### config.mk
export PLATFORM = sky130hd
export DESIGN_NAME = mil_top
export DESIGN_NICKNAME = d
export VERILOG_FILES = /design/src/pkg/mil_pkg.sv /design/src/hw/mil_top.sv /design/src/hw/mil_axis_under.sv /design/src/hw/mil_sleep_timer.sv
export SDC_FILE = /design/constraint.sdc
export NUM_CORES = 1
export LEC_CHECK = 0
export BUFFER_PORTS_ARGS = -buffer_cell sky130_fd_sc_hd__buf_2
export CORE_AREA = 2 2 132 134
export DETAILED_ROUTE_END_ITERATION = 8
export DIE_AREA = 0 0 134 136
export PLACE_DENSITY_LB_ADDON = 0.05
export SYNTH_ARGS = -nofsm -noshare
export SYNTH_HDL_FRONTEND = slang
export SYNTH_SLANG_ARGS = --single-unit
export TNS_END_PERCENT = 10
### constraint.sdc
create_clock -name mclk_in -period 5.1 [get_ports mclk_in]
set_clock_uncertainty 0.2 [all_clocks]
set_input_delay 0.51 -clock mclk_in [delete_from_list [all_inputs] [get_ports mclk_in]]
set_output_delay 0.51 -clock mclk_in [all_outputs]
set_load 0.02 [all_outputs]
### src/pkg/mil_pkg.sv
// Package for the motion interrupt logic: constants and carrier structs
package mil_pkg;

	// ----------------------------------------------------------------
	// Timing
	// ----------------------------------------------------------------
	localparam int unsigned CLK_HZ = 40000000;
	// One sample period is 417 us; five of them are one debounce step
	localparam int unsigned SAMPLE_NS = 417000;
	localparam int unsigned SAMPLE_CYC = (SAMPLE_NS * 40) / 1000;
	localparam int unsigned DEB_SAMPLES = 5;
	localparam int unsigned SLEEP_MS_0 = 20;
	localparam int unsigned SLEEP_MS_1 = 80;
	localparam int unsigned SLEEP_MS_2 = 320;
	localparam int unsigned SLEEP_MS_3 = 2560;
	// Sleep interval counted in sample periods (rounded down)
	localparam int unsigned SLEEP_SMP_0 = (SLEEP_MS_0 * 1000000) / SAMPLE_NS;
	localparam int unsigned SLEEP_SMP_1 = (SLEEP_MS_1 * 1000000) / SAMPLE_NS;
	localparam int unsigned SLEEP_SMP_2 = (SLEEP_MS_2 * 1000000) / SAMPLE_NS;
	localparam int unsigned SLEEP_SMP_3 = (SLEEP_MS_3 * 1000000) / SAMPLE_NS;
	localparam int unsigned BLANK_THR = 1;
	localparam int unsigned BLANK_SLOPE = 4;
	localparam logic [2:0] BLANK_RST = 3'h0;

	// ----------------------------------------------------------------
	// Carriers
	// ----------------------------------------------------------------
	typedef struct packed {
		logic [13:0] x;
		logic [13:0] y;
		logic [13:0] z;
	} mil_accel_s;

	typedef struct packed {
		logic en;
		logic [2:0] axis_en;
		logic filtered_sel;
		logic [7:0] level;
		logic [7:0] hyst;
		logic [7:0] dur;
		logic [1:0] countdown_rate;
	} mil_under_cfg_s;

	typedef enum logic [1:0] {
		MIL_RUN = 2'b00,
		MIL_SLEEP = 2'b01,
		MIL_HOLD = 2'b10
	} mil_pwr_e;

endpackage

### src/hw/mil_top.sv
// Interrupt generation, blanking, low-g debounce and wake-up cycle
`timescale 1ns/10ps

module mil_top (
	// Clock and reset
	input wire logic mclk_in,
	input wire logic rst_in,
	// Acceleration samples
	input wire logic smp_in,
	input wire logic z_done_in,
	input wire logic bw_smp_in,
	input wire mil_pkg::mil_accel_s accel_raw_in,
	input wire mil_pkg::mil_accel_s accel_filt_in,
	input wire logic data_read_in,
	input wire logic [3:0] filter_bandwidth_in,
	// Other detector criteria
	input wire logic high_crit_in,
	input wire logic slope_crit_in,
	input wire logic tap_crit_in,
	input wire logic [7:0] slope_dur_in,
	// Configuration
	input wire mil_pkg::mil_under_cfg_s under_cfg_in,
	input wire logic irq_latch_en_in,
	input wire logic irq_clear_in,
	input wire logic fresh_sample_irq_en_in,
	input wire logic sample_decimate_in,
	input wire logic high_irq_en_in,
	input wire logic tap_irq_en_in,
	input wire logic advanced_int_unlock_in,
	input wire logic motion_alert_en_in,
	input wire logic motion_irq_en_in,
	input wire logic damping_select_in,
	input wire logic wake_up_en_in,
	input wire logic [1:0] wake_up_dur_in,
	input wire logic low_power_in,
	input wire logic twowire_disable_in,
	input wire logic chip_select_n_in,
	input wire logic user_wr_in,
	input wire logic [15:0] user_data_in,
	// Status and pad
	output logic irq_pad_out,
	output logic [2:0] under_sign_flag_out,
	output logic under_flag_out,
	output logic fresh_flag_out,
	output logic alert_out,
	output logic damping_out,
	output logic twowire_active_out,
	output logic sleeping_out,
	output logic [7:0] user_byte_one_out,
	output logic [7:0] user_byte_two_out
);
	// ----------------------------------------------------------------
	// Declarations
	// ----------------------------------------------------------------
	mil_pkg::mil_pwr_e pwr_q;
	mil_pkg::mil_accel_s under_src;
	logic [2:0] below;
	logic [2:0] sign;
	logic [2:0] blank_q;
	logic [3:0] bw_q;
	logic blank_thr;
	logic blank_slope;
	logic [15:0] step_cnt_q;
	logic deb_step;
	logic [2:0] deb_div_q;
	logic [7:0] under_cnt_q;
	logic under_crit;
	logic under_fire;
	logic [1:0] dec_q;
	logic fresh_evt;
	logic valid_q;
	logic under_lat_q;
	logic high_lat_q;
	logic slope_lat_q;
	logic tap_lat_q;
	logic slope_en;
	logic [7:0] slope_cnt_q;
	logic slope_ok;
	logic any_active;
	logic sleep_start;
	logic sleep_done;

	// ----------------------------------------------------------------
	// Blanking after reset, wake-up or bandwidth change
	// ----------------------------------------------------------------
	// Counts samples since restart; saturates at the slope need
	always_ff @(posedge mclk_in) begin
		if (rst_in) begin
			blank_q <= mil_pkg::BLANK_RST;
			// Present setting, so leaving reset is not seen as a change
			bw_q <= filter_bandwidth_in;
		end else begin
			bw_q <= filter_bandwidth_in;
			if (bw_q != filter_bandwidth_in || sleep_done) begin
				blank_q <= mil_pkg::BLANK_RST;
			end else if (smp_in && pwr_q != mil_pkg::MIL_SLEEP &&
					blank_q < 3'(mil_pkg::BLANK_SLOPE)) begin
				blank_q <= blank_q + 3'h1;
			end
		end
	end
	assign blank_thr = blank_q < 3'(mil_pkg::BLANK_THR);
	assign blank_slope = blank_q < 3'(mil_pkg::BLANK_SLOPE);

	// ----------------------------------------------------------------
	// Low-g detector
	// ----------------------------------------------------------------
	// Filtered or raw data by selection
	assign under_src = under_cfg_in.filtered_sel ? accel_filt_in : accel_raw_in;

	mil_axis_under u_ax_x (
		.mclk_in(mclk_in),
		.rst_in(rst_in),
		.smp_in(smp_in),
		.accel_in(under_src.x),
		.level_in(under_cfg_in.level),
		.hyst_in(under_cfg_in.hyst),
		.below_out(below[0]),
		.sign_out(sign[0])
	);
	mil_axis_under u_ax_y (
		.mclk_in(mclk_in),
		.rst_in(rst_in),
		.smp_in(smp_in),
		.accel_in(under_src.y),
		.level_in(under_cfg_in.level),
		.hyst_in(under_cfg_in.hyst),
		.below_out(below[1]),
		.sign_out(sign[1])
	);
	mil_axis_under u_ax_z (
		.mclk_in(mclk_in),
		.rst_in(rst_in),
		.smp_in(smp_in),
		.accel_in(under_src.z),
		.level_in(under_cfg_in.level),
		.hyst_in(under_cfg_in.hyst),
		.below_out(below[2]),
		.sign_out(sign[2])
	);

	// Disabled axes do not hold off the AND; none enabled means no criterion
	assign under_crit = under_cfg_in.en && (under_cfg_in.axis_en != 3'h0) &&
		(&(below | ~under_cfg_in.axis_en)) && !blank_thr;

	// Debounce step: five sample periods, fixed in time
	always_ff @(posedge mclk_in) begin
		if (rst_in) begin
			deb_div_q <= 3'h0;
		end else if (smp_in) begin
			deb_div_q <= (deb_div_q == 3'(mil_pkg::DEB_SAMPLES - 1)) ? 3'h0 :
				deb_div_q + 3'h1;
		end
	end
	assign deb_step = smp_in && (deb_div_q == 3'(mil_pkg::DEB_SAMPLES - 1));

	// Zero duration fires at once, else at counter equal
	assign under_fire = under_crit && ((under_cfg_in.dur == 8'h00) ||
		(deb_step && under_cnt_q + 8'h01 == under_cfg_in.dur));

	always_ff @(posedge mclk_in) begin
		if (rst_in) begin
			under_cnt_q <= 8'h00;
		end else if (under_fire) begin
			under_cnt_q <= 8'h00;
		end else if (deb_step) begin
			if (under_crit) begin
				under_cnt_q <= under_cnt_q + 8'h01;
			end else begin
				case (under_cfg_in.countdown_rate)
					2'b00: under_cnt_q <= 8'h00;
					default: begin
						if (under_cnt_q > {6'h00, under_cfg_in.countdown_rate}) begin
							under_cnt_q <= under_cnt_q - {6'h00, under_cfg_in.countdown_rate};
						end else begin
							under_cnt_q <= 8'h00;
						end
					end
				endcase
			end
		end
	end

	// Sign kept only for enabled axes
	always_ff @(posedge mclk_in) begin
		if (rst_in) begin
			under_sign_flag_out <= 3'h0;
		end else if (under_fire) begin
			under_sign_flag_out <= sign & under_cfg_in.axis_en;
		end else if (irq_clear_in) begin
			under_sign_flag_out <= 3'h0;
		end
	end

	// ----------------------------------------------------------------
	// Slope gating and advanced lock
	// ----------------------------------------------------------------
	// Advanced controls have no effect while locked
	assign slope_en = advanced_int_unlock_in && motion_irq_en_in;

	// Duration counted in bandwidth-derived sample ticks
	always_ff @(posedge mclk_in) begin
		if (rst_in) begin
			slope_cnt_q <= 8'h00;
		end else if (!slope_crit_in || blank_slope) begin
			slope_cnt_q <= 8'h00;
		end else if (bw_smp_in && slope_cnt_q != 8'hFF) begin
			slope_cnt_q <= slope_cnt_q + 8'h01;
		end
	end
	assign slope_ok = slope_crit_in && !blank_slope && slope_cnt_q >= slope_dur_in;

	always_ff @(posedge mclk_in) begin
		if (rst_in) begin
			alert_out <= 1'b0;
			damping_out <= 1'b0;
		end else begin
			alert_out <= advanced_int_unlock_in && motion_alert_en_in && slope_ok;
			damping_out <= advanced_int_unlock_in && damping_select_in;
		end
	end

	// ----------------------------------------------------------------
	// Latch handling of the motion sources
	// ----------------------------------------------------------------
	// Set wins over a simultaneous clear
	always_ff @(posedge mclk_in) begin
		if (rst_in) begin
			under_lat_q <= 1'b0;
			high_lat_q <= 1'b0;
			slope_lat_q <= 1'b0;
			tap_lat_q <= 1'b0;
		end else if (irq_latch_en_in) begin
			under_lat_q <= under_fire || (under_lat_q && !irq_clear_in);
			high_lat_q <= (high_irq_en_in && high_crit_in && !blank_thr) ||
				(high_lat_q && !irq_clear_in);
			slope_lat_q <= (slope_en && slope_ok) || (slope_lat_q && !irq_clear_in);
			tap_lat_q <= (tap_irq_en_in && tap_crit_in && !blank_slope) ||
				(tap_lat_q && !irq_clear_in);
		end else begin
			// Non-latched: held from fire until criterion drops
			under_lat_q <= under_fire || (under_lat_q && under_crit);
			high_lat_q <= high_irq_en_in && high_crit_in && !blank_thr;
			slope_lat_q <= slope_en && slope_ok;
			tap_lat_q <= tap_irq_en_in && tap_crit_in && !blank_slope;
		end
	end

	// ----------------------------------------------------------------
	// New-data interrupt
	// ----------------------------------------------------------------
	always_ff @(posedge mclk_in) begin
		if (rst_in) begin
			dec_q <= 2'h0;
			valid_q <= 1'b0;
		end else begin
			if (z_done_in) begin
				valid_q <= 1'b1;
			end
			if (z_done_in) begin
				dec_q <= 2'h0;
			end else if (bw_smp_in) begin
				dec_q <= 2'h1;
			end
		end
	end
	// Every Z update, or only the first after a bandwidth tick
	assign fresh_evt = z_done_in && (!sample_decimate_in || bw_smp_in || dec_q != 2'h0);

	always_ff @(posedge mclk_in) begin
		if (rst_in) begin
			fresh_flag_out <= 1'b0;
		end else if (fresh_sample_irq_en_in && fresh_evt && (valid_q || z_done_in)) begin
			fresh_flag_out <= 1'b1;
		end else if (irq_clear_in || data_read_in || !fresh_sample_irq_en_in) begin
			fresh_flag_out <= 1'b0;
		end
	end

	// ----------------------------------------------------------------
	// Pad and status
	// ----------------------------------------------------------------
	assign any_active = under_lat_q || high_lat_q || slope_lat_q || tap_lat_q;

	always_ff @(posedge mclk_in) begin
		if (rst_in) begin
			irq_pad_out <= 1'b0;
			under_flag_out <= 1'b0;
		end else begin
			irq_pad_out <= any_active || fresh_flag_out;
			under_flag_out <= under_lat_q;
		end
	end

	// ----------------------------------------------------------------
	// Serial interface selection and user bytes
	// ----------------------------------------------------------------
	always_ff @(posedge mclk_in) begin
		if (rst_in) begin
			twowire_active_out <= 1'b0;
		end else begin
			twowire_active_out <= !twowire_disable_in && chip_select_n_in;
		end
	end

	// Stored only; nothing else reads them
	always_ff @(posedge mclk_in) begin
		if (rst_in) begin
			user_byte_one_out <= 8'h00;
			user_byte_two_out <= 8'h00;
		end else if (user_wr_in) begin
			user_byte_one_out <= user_data_in[7:0];
			user_byte_two_out <= user_data_in[15:8];
		end
	end

	// ----------------------------------------------------------------
	// Sleep and wake-up cycle
	// ----------------------------------------------------------------
	// Sleep only once blanking is over and nothing is pending; a
	// latched source keeps the device awake until cleared.
	assign sleep_start = wake_up_en_in && pwr_q == mil_pkg::MIL_RUN &&
		!blank_slope && !any_active && !fresh_flag_out;

	mil_sleep_timer u_sleep (
		.mclk_in(mclk_in),
		.rst_in(rst_in),
		.start_in(sleep_start),
		.smp_in(smp_in),
		.dur_sel_in(wake_up_dur_in),
		.low_power_in(low_power_in),
		.done_out(sleep_done)
	);

	always_ff @(posedge mclk_in) begin
		if (rst_in) begin
			pwr_q <= mil_pkg::MIL_RUN;
			sleeping_out <= 1'b0;
		end else begin
			case (pwr_q)
				mil_pkg::MIL_RUN: begin
					if (sleep_start) begin
						pwr_q <= mil_pkg::MIL_SLEEP;
						sleeping_out <= 1'b1;
					end
				end
				mil_pkg::MIL_SLEEP: begin
					if (sleep_done || !wake_up_en_in) begin
						pwr_q <= mil_pkg::MIL_RUN;
						sleeping_out <= 1'b0;
					end
				end
				default: begin
					pwr_q <= mil_pkg::MIL_RUN;
					sleeping_out <= 1'b0;
				end
			endcase
		end
	end
endmodule // mil_top

### src/hw/mil_axis_under.sv
// Per-axis low threshold comparator with hysteresis and sign capture
`timescale 1ns/10ps
module mil_axis_under (
	// Clock and reset
	input wire logic mclk_in,
	input wire logic rst_in,
	// Sample
	input wire logic smp_in,
	input wire logic [13:0] accel_in,
	input wire logic [7:0] level_in,
	input wire logic [7:0] hyst_in,
	// Result
	output logic below_out,
	output logic sign_out
);
	logic [13:0] mag;
	logic [8:0] upper;
	logic below_q;
	logic sign_q;

	assign mag = accel_in[13] ? 14'(~accel_in + 14'h1) : accel_in;
	assign upper = {1'b0, level_in} + {1'b0, hyst_in};
	assign sign_out = sign_q;
	assign below_out = below_q;

	// Enter below level, leave only above level plus hysteresis
	always_ff @(posedge mclk_in) begin
		if (rst_in) begin
			below_q <= 1'b0;
			sign_q <= 1'b0;
		end else if (smp_in) begin
			// Sign taken from the sample that the comparison judged
			sign_q <= accel_in[13];
			if (!below_q) begin
				below_q <= (mag[13:6] < level_in);
			end else begin
				below_q <= ({1'b0, mag[13:6]} <= upper);
			end
		end
	end
endmodule // mil_axis_under

### src/hw/mil_sleep_timer.sv
// Sleep interval timer counted in sample periods
`timescale 1ns/10ps
module mil_sleep_timer (
	// Clock and reset
	input wire logic mclk_in,
	input wire logic rst_in,
	// Control
	input wire logic start_in,
	input wire logic smp_in,
	input wire logic [1:0] dur_sel_in,
	input wire logic low_power_in,
	// Result
	output logic done_out
);
	logic [15:0] cnt_q;
	logic [15:0] len;
	logic run_q;

	// Interval per field, doubled in low-power mode
	always_comb begin
		case (dur_sel_in)
			2'b00: len = 16'(mil_pkg::SLEEP_SMP_0);
			2'b01: len = 16'(mil_pkg::SLEEP_SMP_1);
			2'b10: len = 16'(mil_pkg::SLEEP_SMP_2);
			default: len = 16'(mil_pkg::SLEEP_SMP_3);
		endcase
		if (low_power_in) begin
			len = {len[14:0], 1'b0};
		end
	end

	always_ff @(posedge mclk_in) begin
		if (rst_in) begin
			cnt_q <= 16'h0000;
			run_q <= 1'b0;
			done_out <= 1'b0;
		end else begin
			done_out <= 1'b0;
			if (start_in) begin
				cnt_q <= 16'h0000;
				run_q <= 1'b1;
			end else if (run_q && smp_in) begin
				if (cnt_q + 16'h0001 >= len) begin
					run_q <= 1'b0;
					done_out <= 1'b1;
				end else begin
					cnt_q <= cnt_q + 16'h0001;
				end
			end
		end
	end
endmodule // mil_sleep_timer

==> metrics list, run 1 <==
* CTS tree: built
* Final-report hold violation count: 0
- The detailed router finished its first iteration with roughly 290 violations.
- Together, buffers and inverters on the worst path number 0.
* Share of async-settable or async-resettable flops after synthesis: 0
* CP top delay family: simple AND/OR/NAND/NOR gates
* Total of flip-flops plus latches after synthesis: 81
- HP Class: in -> reg
- Power spread over the standard cell area amounts to about 230 nW/um2.
* Global-route wire length before repair: 27.6 mm
- The via count of the first global-routing pass came to around 5700.
- At the pin with the least slew margin, the transition time is 1.20 ns.
* Clock buffer count from CTS: 9
* Data arrival time at the worst-slack endpoint: 4.17 ns
- Routability congestion estimate from global placement: 0.814
- Sum of net half-perimeters after detailed placement: 14.0 mm
- After global routing the overflow that remains totals 0.
* I/O Buffers: 194
* Placement Setup Slack: 0.992 ns
- The first TritonRoute pass finished after 5 iterations.
- Remaining antenna violation count: 0
- Number of cells upsized or downsized after cts: 0
- For this configuration, the core starts out at a cell density of 0.393.
- After routing, the total negative slack on setup checks comes to 0 ns.
* Clock slew at reported path FFs: approximately 0.060 ns
- For this block, the routed nets add up to 17.0 mm of wire.
- The share of synthesized area in the top cell type comes to 0.244.
* NumNets Final: approximately 1200
- Max-slew violation count: 0
- The tree built by TritonCTS fans out to 81 sinks.
- The share of the Yosys chip area taken by registers is 0.244.
* Biggest cell delay along the critical path: 0.92 ns
- The region available for standard cell placement spans between 15000 and 20000 um2.
- Setup repair after global routing left no endpoint under its margin.
- Library cell with the largest summed area after synthesis: dfxtp_1
* Portion of the clock cycle consumed by the worst path in the final layout: 0.813
* Number of antenna cells inserted: 0
- Floorplan die area: 18200 um2
- Avg Synthesized Cell Area: between 8 and 9 um2
- STA puts the critical path data required time at ~5.1 ns.
- The worst setup path is launched from a flip-flop.
- FP Rows: 48
- STA classifies the critical path endpoint as a flip-flop.
- CTS H-tree depth: 3
- Largest net degree at the start of global routing: 42
- The detailed router placed about 6300 vias in this run.
- Worst-case clock buffer depth: 2
* Skew-Pair Late Insertion Delay: between 0.3 and 0.4 ns
* Detailed-route DRC error count: 0
- The commonest cells after synthesis are nor2_1 (87), dfxtp_1 (81), ha_1 (80).
* Mapped Area: 6640 um2
* Top cells by area, synth: dfxtp_1 (24%), ha_1 (15%), mux2i_1 (6.9%), xnor2_1 (5.4%), nor2_1 (4.9%)
* Global-route total usage across every layer: 0.186
- The critical path is of the reg -> reg type.
* Slowest cell on crit path: o22ai_1
* Library cell used as clock root buffer: clkbuf_16
- Yosys instantiated no cell more often than nor2_1.
- Count of final setup violators: 0
- Cells along the critical path: ha_1 -> and3_1 -> and3_1 -> and3_1 -> and3_1 -> nand3_1 -> xnor2_1 -> ha_1 -> nand2_1 -> nor2_1 -> o21ai_0 -> o22ai_1 -> nor2_1 -> o31a_1
- VDD sags by at most 0.000137 V.
* Final Critical Period: 4.15 ns
- Cell type with the highest occurrence count on the critical path: and3_1
- In the final routed layout, each cell accounts on average for 14.0 um.
* Top_reg_cell synth: dfxtp_1
* Peak Freq: roughly 240 MHz
- Counting every instance in the synthesized netlist gives around 800.
* Die Ht: between 100 and 150 um
- 195 I/O pins were placed.
- Post-synth EDFFs: 0
- Area growth, synth to finish: 22.0%
- Detailed-route vias per instance: 5.14
* Post-layout worst setup margin: 0.954 ns
- In this run the post-CTS setup repair buffer count came out at 0.
* Static Leak: around 3.8 nW
- The synthesized netlist contains 69 unique library cells.
- Proportion of layout cells with a drive suffix above 1: 0.229
- The number of nets handed over by synthesis was 1059.
* CTS hold repair buffers: 0
- Worst-path fanout max: 18
- The initial antenna violation count was 0.
- The Yosys step of the flow raised 0 warnings.
- Die extent in x: between 100 and 150 um
- Across the run, the number of max-cap violations was 0.
* Slew margin rel.: 0.202
- The flow ran to the end, and the final reports show no timing, DRC or antenna violations.
registers in the layout, indices dropped and copies added (netlist names), 3 cells and up:
register / count
user_byte_two_out: 8
slope_cnt_q: 8
deb_div_q: 3
bw_q: 4
u_sleep.cnt_q: 16
user_byte_one_out: 8
blank_q: 3
under_cnt_q: 8
under_sign_flag_out: 3
kinds of logic (layout without fill, tap and decap cells):
group	Yosys count	in the layout	share of synthesized area
adder cells (fa/ha/maj)	83	83	0.159
XOR/XNOR	60	60	0.0792
flip-flops	81	81	0.244
buffers and inverters	63	249	0.0366
multiplexers	49	49	0.0745
AO/OA/AOI/OAI	181	181	0.177
AND/OR/NAND/NOR	291	291	0.230
path summary, 6_finish.rpt:
kind,startpoint,to,slack [ns],cells past startpoint
setup reg to reg,u_sleep.cnt_q[0],u_sleep.run_q,0.95,14
setup / recovery,u_sleep.cnt_q[0],u_sleep.run_q,0.95,14
hold / removal,filter_bandwidth_in[3],bw_q[3],0.08,1
hold reg to reg,high_lat_q,high_lat_q,0.26,2
final cells by class:
class                      count  area, um2
sequential                    81       1620
multi-input combinational    664       4770
clock buffer                  11        233
clock inverter                 5       63.8
tap                          225        282
fill                        1710       8780
timing repair buffer         196        986
inverter                      37        139
metal layers:
| metal | track usage | up-vias | share of wire |
|---|---|---|---|
| li1 | - | 3342 | - |
| met1 | 0.246 | 2744 | 0.48 |
| met2 | 0.318 | 169 | 0.46 |
| met3 | 0.0254 | 12 | 0.046 |
| met4 | 0.0496 | 0 | 0.011 |
| met5 | 0 | - | 0 |
cells in the final DEF (no fill, tap or decap), types with 9 or more instances in the layout:
cell       count
nand2b_1      13
a211oi_1      10
nor3_1        17
mux2i_1       46
clkbuf_16      9
nor2b_1       12
or4_1         10
xor2_1        19
or3_1         10
nand2_1       40
buf_2        194
nor4_1        10
nand4_1       15
xnor2_1       41
inv_1         37
a21oi_1       49
nor2_1        87
nand3b_1      11
ha_1          80
o21ai_0       37
nand3_1       23
a21o_1        12
dfxtp_1       81
and3_1        19
stage by stage:
stage | utilization | cell area [um2] | power (mW) | instances | hold WS (ns)
after floorplan | - | 6640 | 1.02 | 808 | 0.227
after global placement | 0.462 | 7800 | 1.19 | 1203 | 0.248
after detailed placement | 0.462 | 7800 | 1.19 | 1203 | 0.253
after CTS | 0.480 | 8100 | 1.85 | 1219 | 0.0700
after global routing | 0.480 | 8100 | 1.95 | 1219 | 0.0797
final | 0.480 | 8100 | 1.83 | 1219 | 0.0840
power breakdown:
part	internal (mW)	switching [mW]
logic	0.235	0.273
registers	0.654	0.0131
clock network	0.384	0.269
worst reg2reg max path, cell delays in order, from the launching register on:
cell	delay [ns]
dfxtp_1	0.42
ha_1	0.23
and3_1	0.24
and3_1	0.25
and3_1	0.23
and3_1	0.23
nand3_1	0.15
xnor2_1	0.16
ha_1	0.27
nand2_1	0.05
nor2_1	0.10
o21ai_0	0.13
o22ai_1	0.93
nor2_1	0.15
o31a_1	0.28
(Power assumes the default switching activity.)
==> inputs of run 2 (changes only) <==
==> constraint.sdc (replaced) <==
create_clock -name mclk_in -period 4.3 [get_ports mclk_in]
set_clock_uncertainty 0.2 [all_clocks]
set_input_delay 0.43 -clock mclk_in [delete_from_list [all_inputs] [get_ports mclk_in]]
set_output_delay 0.43 -clock mclk_in [all_outputs]
set_load 0.02 [all_outputs]
==> run 2 against run 1 <==
Register-to-register slack worse by 0.42 ns. Critical path depth is 1 lower. Cell count grew 0.49%. Clock power up 14%. Largest cell class unchanged. Hold slack got worse by 0.067 ns. Sequential power rose by 19%. Flip-flop and latch count unchanged.
==> metrics list, run 2 (synthesis results as in run 1) <==
* Slew margin rel.: 0.470 (+0.268)
- HP Class: in -> reg
- The sum of negative setup slack is 0 ns (unchanged).
* Final-report hold violation count: 0 (unchanged)
- Global-route wire length before repair: 28.3 mm (+2.7%)
* Total length of routed met3 wires: 691 um (-11%)
- The footprint of the multi-input gates came to 4770 um2 (unchanged).
- The die footprint is 18200 um2 (unchanged).
- Peak ir drop on the vdd network: 0.000167 V (+22%)
- The post-detailed-route count of antenna-violating nets came to 0 (unchanged).
- Share of the core filled with cells: 0.482 (+0.00230)
* Clock slew at reported path FFs: 0.07 ns (about the same)
- Placement Setup Slack: 0.453 ns (-0.539 ns)
- The transition time at the pin with the least slew margin came to 0.785 ns (-0.412 ns).
- The worst setup path is launched from a flip-flop.
- Die Ht: 136 um (unchanged)
- Area growth, synth to finish: 22.6%
- CTS H-tree depth: 3 (unchanged)
- Max reg flops: 16 (unchanged)
* Routed Wire Length: 17.2 mm (+0.98%)
- Average routed wire per standard cell: 14.0 um (+0.49%)
* Number of inserted filler cells in the final layout: 1756 (+2.7%)
* Outcome: finished clean
* Setup repair after global routing missed its margin: false
* Sum of net half-perimeters after detailed placement: 14.2 mm (+1.4%)
* Final Critical Period: 3.77 ns (-0.377 ns)
- Total I/O pin count: 195 (unchanged)
- The number of buffers created by CTS is 9 (unchanged).
* Library cell used as clock root buffer: clkbuf_16
- Skew-Pair Late Insertion Delay: 0.34 ns (about the same)
- CTS tree: built
- Metal1 wirelength: 8.33 mm (+1.2%)
* Length of routed met2 wiring: 8.03 mm (+2.5%)
- The post-detailed-route via-to-cell ratio came to 5.23 (+1.7%).
- Global-route total usage across every layer: 0.189 (+0.00381)
- The setup slack of the critical path after layout was 0.531 ns (-0.423 ns).
- Detailed-route DRC error count: 0 (unchanged)
* Worst-case clock buffer depth: 2 (unchanged)
* Peak Freq: 265 MHz (+10%)
- The leakage power total was 3.83 nW (+0.57%).
* Max-capacitance violation count: 0 (unchanged)
- The number of DRC markers after the initial detailed-route iteration is 305 (+6.6%).
* Worst path required time: 4.37 ns (-0.76 ns)
- Number of antenna cells inserted: 0 (unchanged)
- The ratio of cells with drive above 1 in the final layout came to 0.235 (+0.00562).
- Data arrival time at the worst-slack endpoint: 3.84 ns (-0.33 ns)
- Number of cells upsized or downsized after cts: 0 (unchanged)
- Category of the worst setup path capture point: flip-flop
* Overflow left after global routing: 0 (unchanged)
- Vias in the first global route: 5924 (+3.1%)
- Sinks on the clock net: 81 (unchanged)
* Largest net degree at the start of global routing: 37 (-12%)
* I/O Buffers: 194 (unchanged)
* Core Region: 16900 um2 (unchanged)
* FP Rows: 48 (unchanged)
- The total count of max-transition violations in the final report is 0 (unchanged).
- Most used cells in the layout excluding fill and tap cells: buf_2 (194), nor2_1 (87), dfxtp_1 (81)
* Antenna violations before repair: 0 (unchanged)
* Area of all sequential standard cells: 1620 um2 (unchanged)
- Cell Pwr Density: 263 nW/um2 (+17%)
- The critical path is of the reg -> reg type.
- The post-route total power came to 2.14 mW (+17%).
- The peak fanout along the critical path is 17 (-1).
* Portion of the clock cycle consumed by the worst path in the final layout: 0.877 (+0.0636)
* Top Layer Used: met4
- NumNets Final: 1246 (+0.48%)
- The horizontal die dimension came to 134 um (unchanged).
- Detailed-route via count: 6406 (+2.2%)
- The number of detailed-route iterations in the first pass was 4 (-1).
- Leading cell type in the layout, fill and taps excluded: buf_2
* Placed Instances: 1208 (+0.42%)
* Non-filler instance count after layout: 1225 (+0.49%)
- The weighted congestion reported at the end of routability-driven placement is 0.845 (+3.8%).
* Count of final setup violators: 0 (unchanged)
- The effective utilization at floorplan is 0.393 (unchanged).
- The register with the most flip-flops in the final layout is u_sleep.cnt_q.
run 2: timing repair:
action	4_1_cts	5_1_grt
endpoints found under the setup margin	0	0
setup buffers	0	0
hold buffers	1	0
hold endpoints to repair	1	0
run 2: report_power, final:
group	internal, mW	switching, mW
Combinational	0.282	0.327
Sequential	0.775	0.0157
Clock	0.413	0.329
Total	1.47	0.671
run 2: routing by layer:
| layer | track usage | up-vias |
|---|---|---|
| met1 | 0.255 | 2882 |
| met5 | 0 | - |
| li1 | - | 3348 |
| met2 | 0.326 | 163 |
| met4 | 0.0414 | 0 |
| met3 | 0.0227 | 13 |
run 2: cell type report:
| cell class | instances | share of cell area |
|---|---|---|
| Clock inverter | 6 | 0.00600 |
| Inverter | 37 | 0.0171 |
| Clock buffer | 10 | 0.0294 |
| Tap cell | 225 | 0.0346 |
| Timing Repair Buffer | 202 | 0.127 |
| Multi-Input combinational cell | 664 | 0.587 |
| Sequential cell | 81 | 0.199 |
run 2: worst paths after layout:
path | cells after the start | from | endpoint | slack, ns
max | 13 | u_sleep.cnt_q[0] | u_sleep.cnt_q[2] | 0.53
min | 1 | filter_bandwidth_in[1] | bw_q[1] | 0.02
max reg2reg | 13 | u_sleep.cnt_q[0] | u_sleep.cnt_q[2] | 0.53
min reg2reg | 2 | high_lat_q | high_lat_q | 0.26
run 2: metrics by stage:
stage	cell area [um2]	hold slack, ns
6_report	8140	0.0170
5_1_grt	8140	0.00336
4_1_cts	8140	0.00233
3_5_place_dp	7840	0.255
3_3_place_gp	7840	0.258
2_1_floorplan	6640	0.227
run 2: worst max-delay path, cell delays in order (launching register included):
cell     delay, ns
dfxtp_1       0.41
ha_1          0.23
and3_1        0.24
and3_1        0.25
and3_1        0.22
and3_1        0.22
xor2_1        0.19
ha_1          0.26
a21o_1        0.16
a21oi_1       0.13
o21ai_0       0.14
or2_2         0.46
or4_1         0.44
a21oi_1       0.15
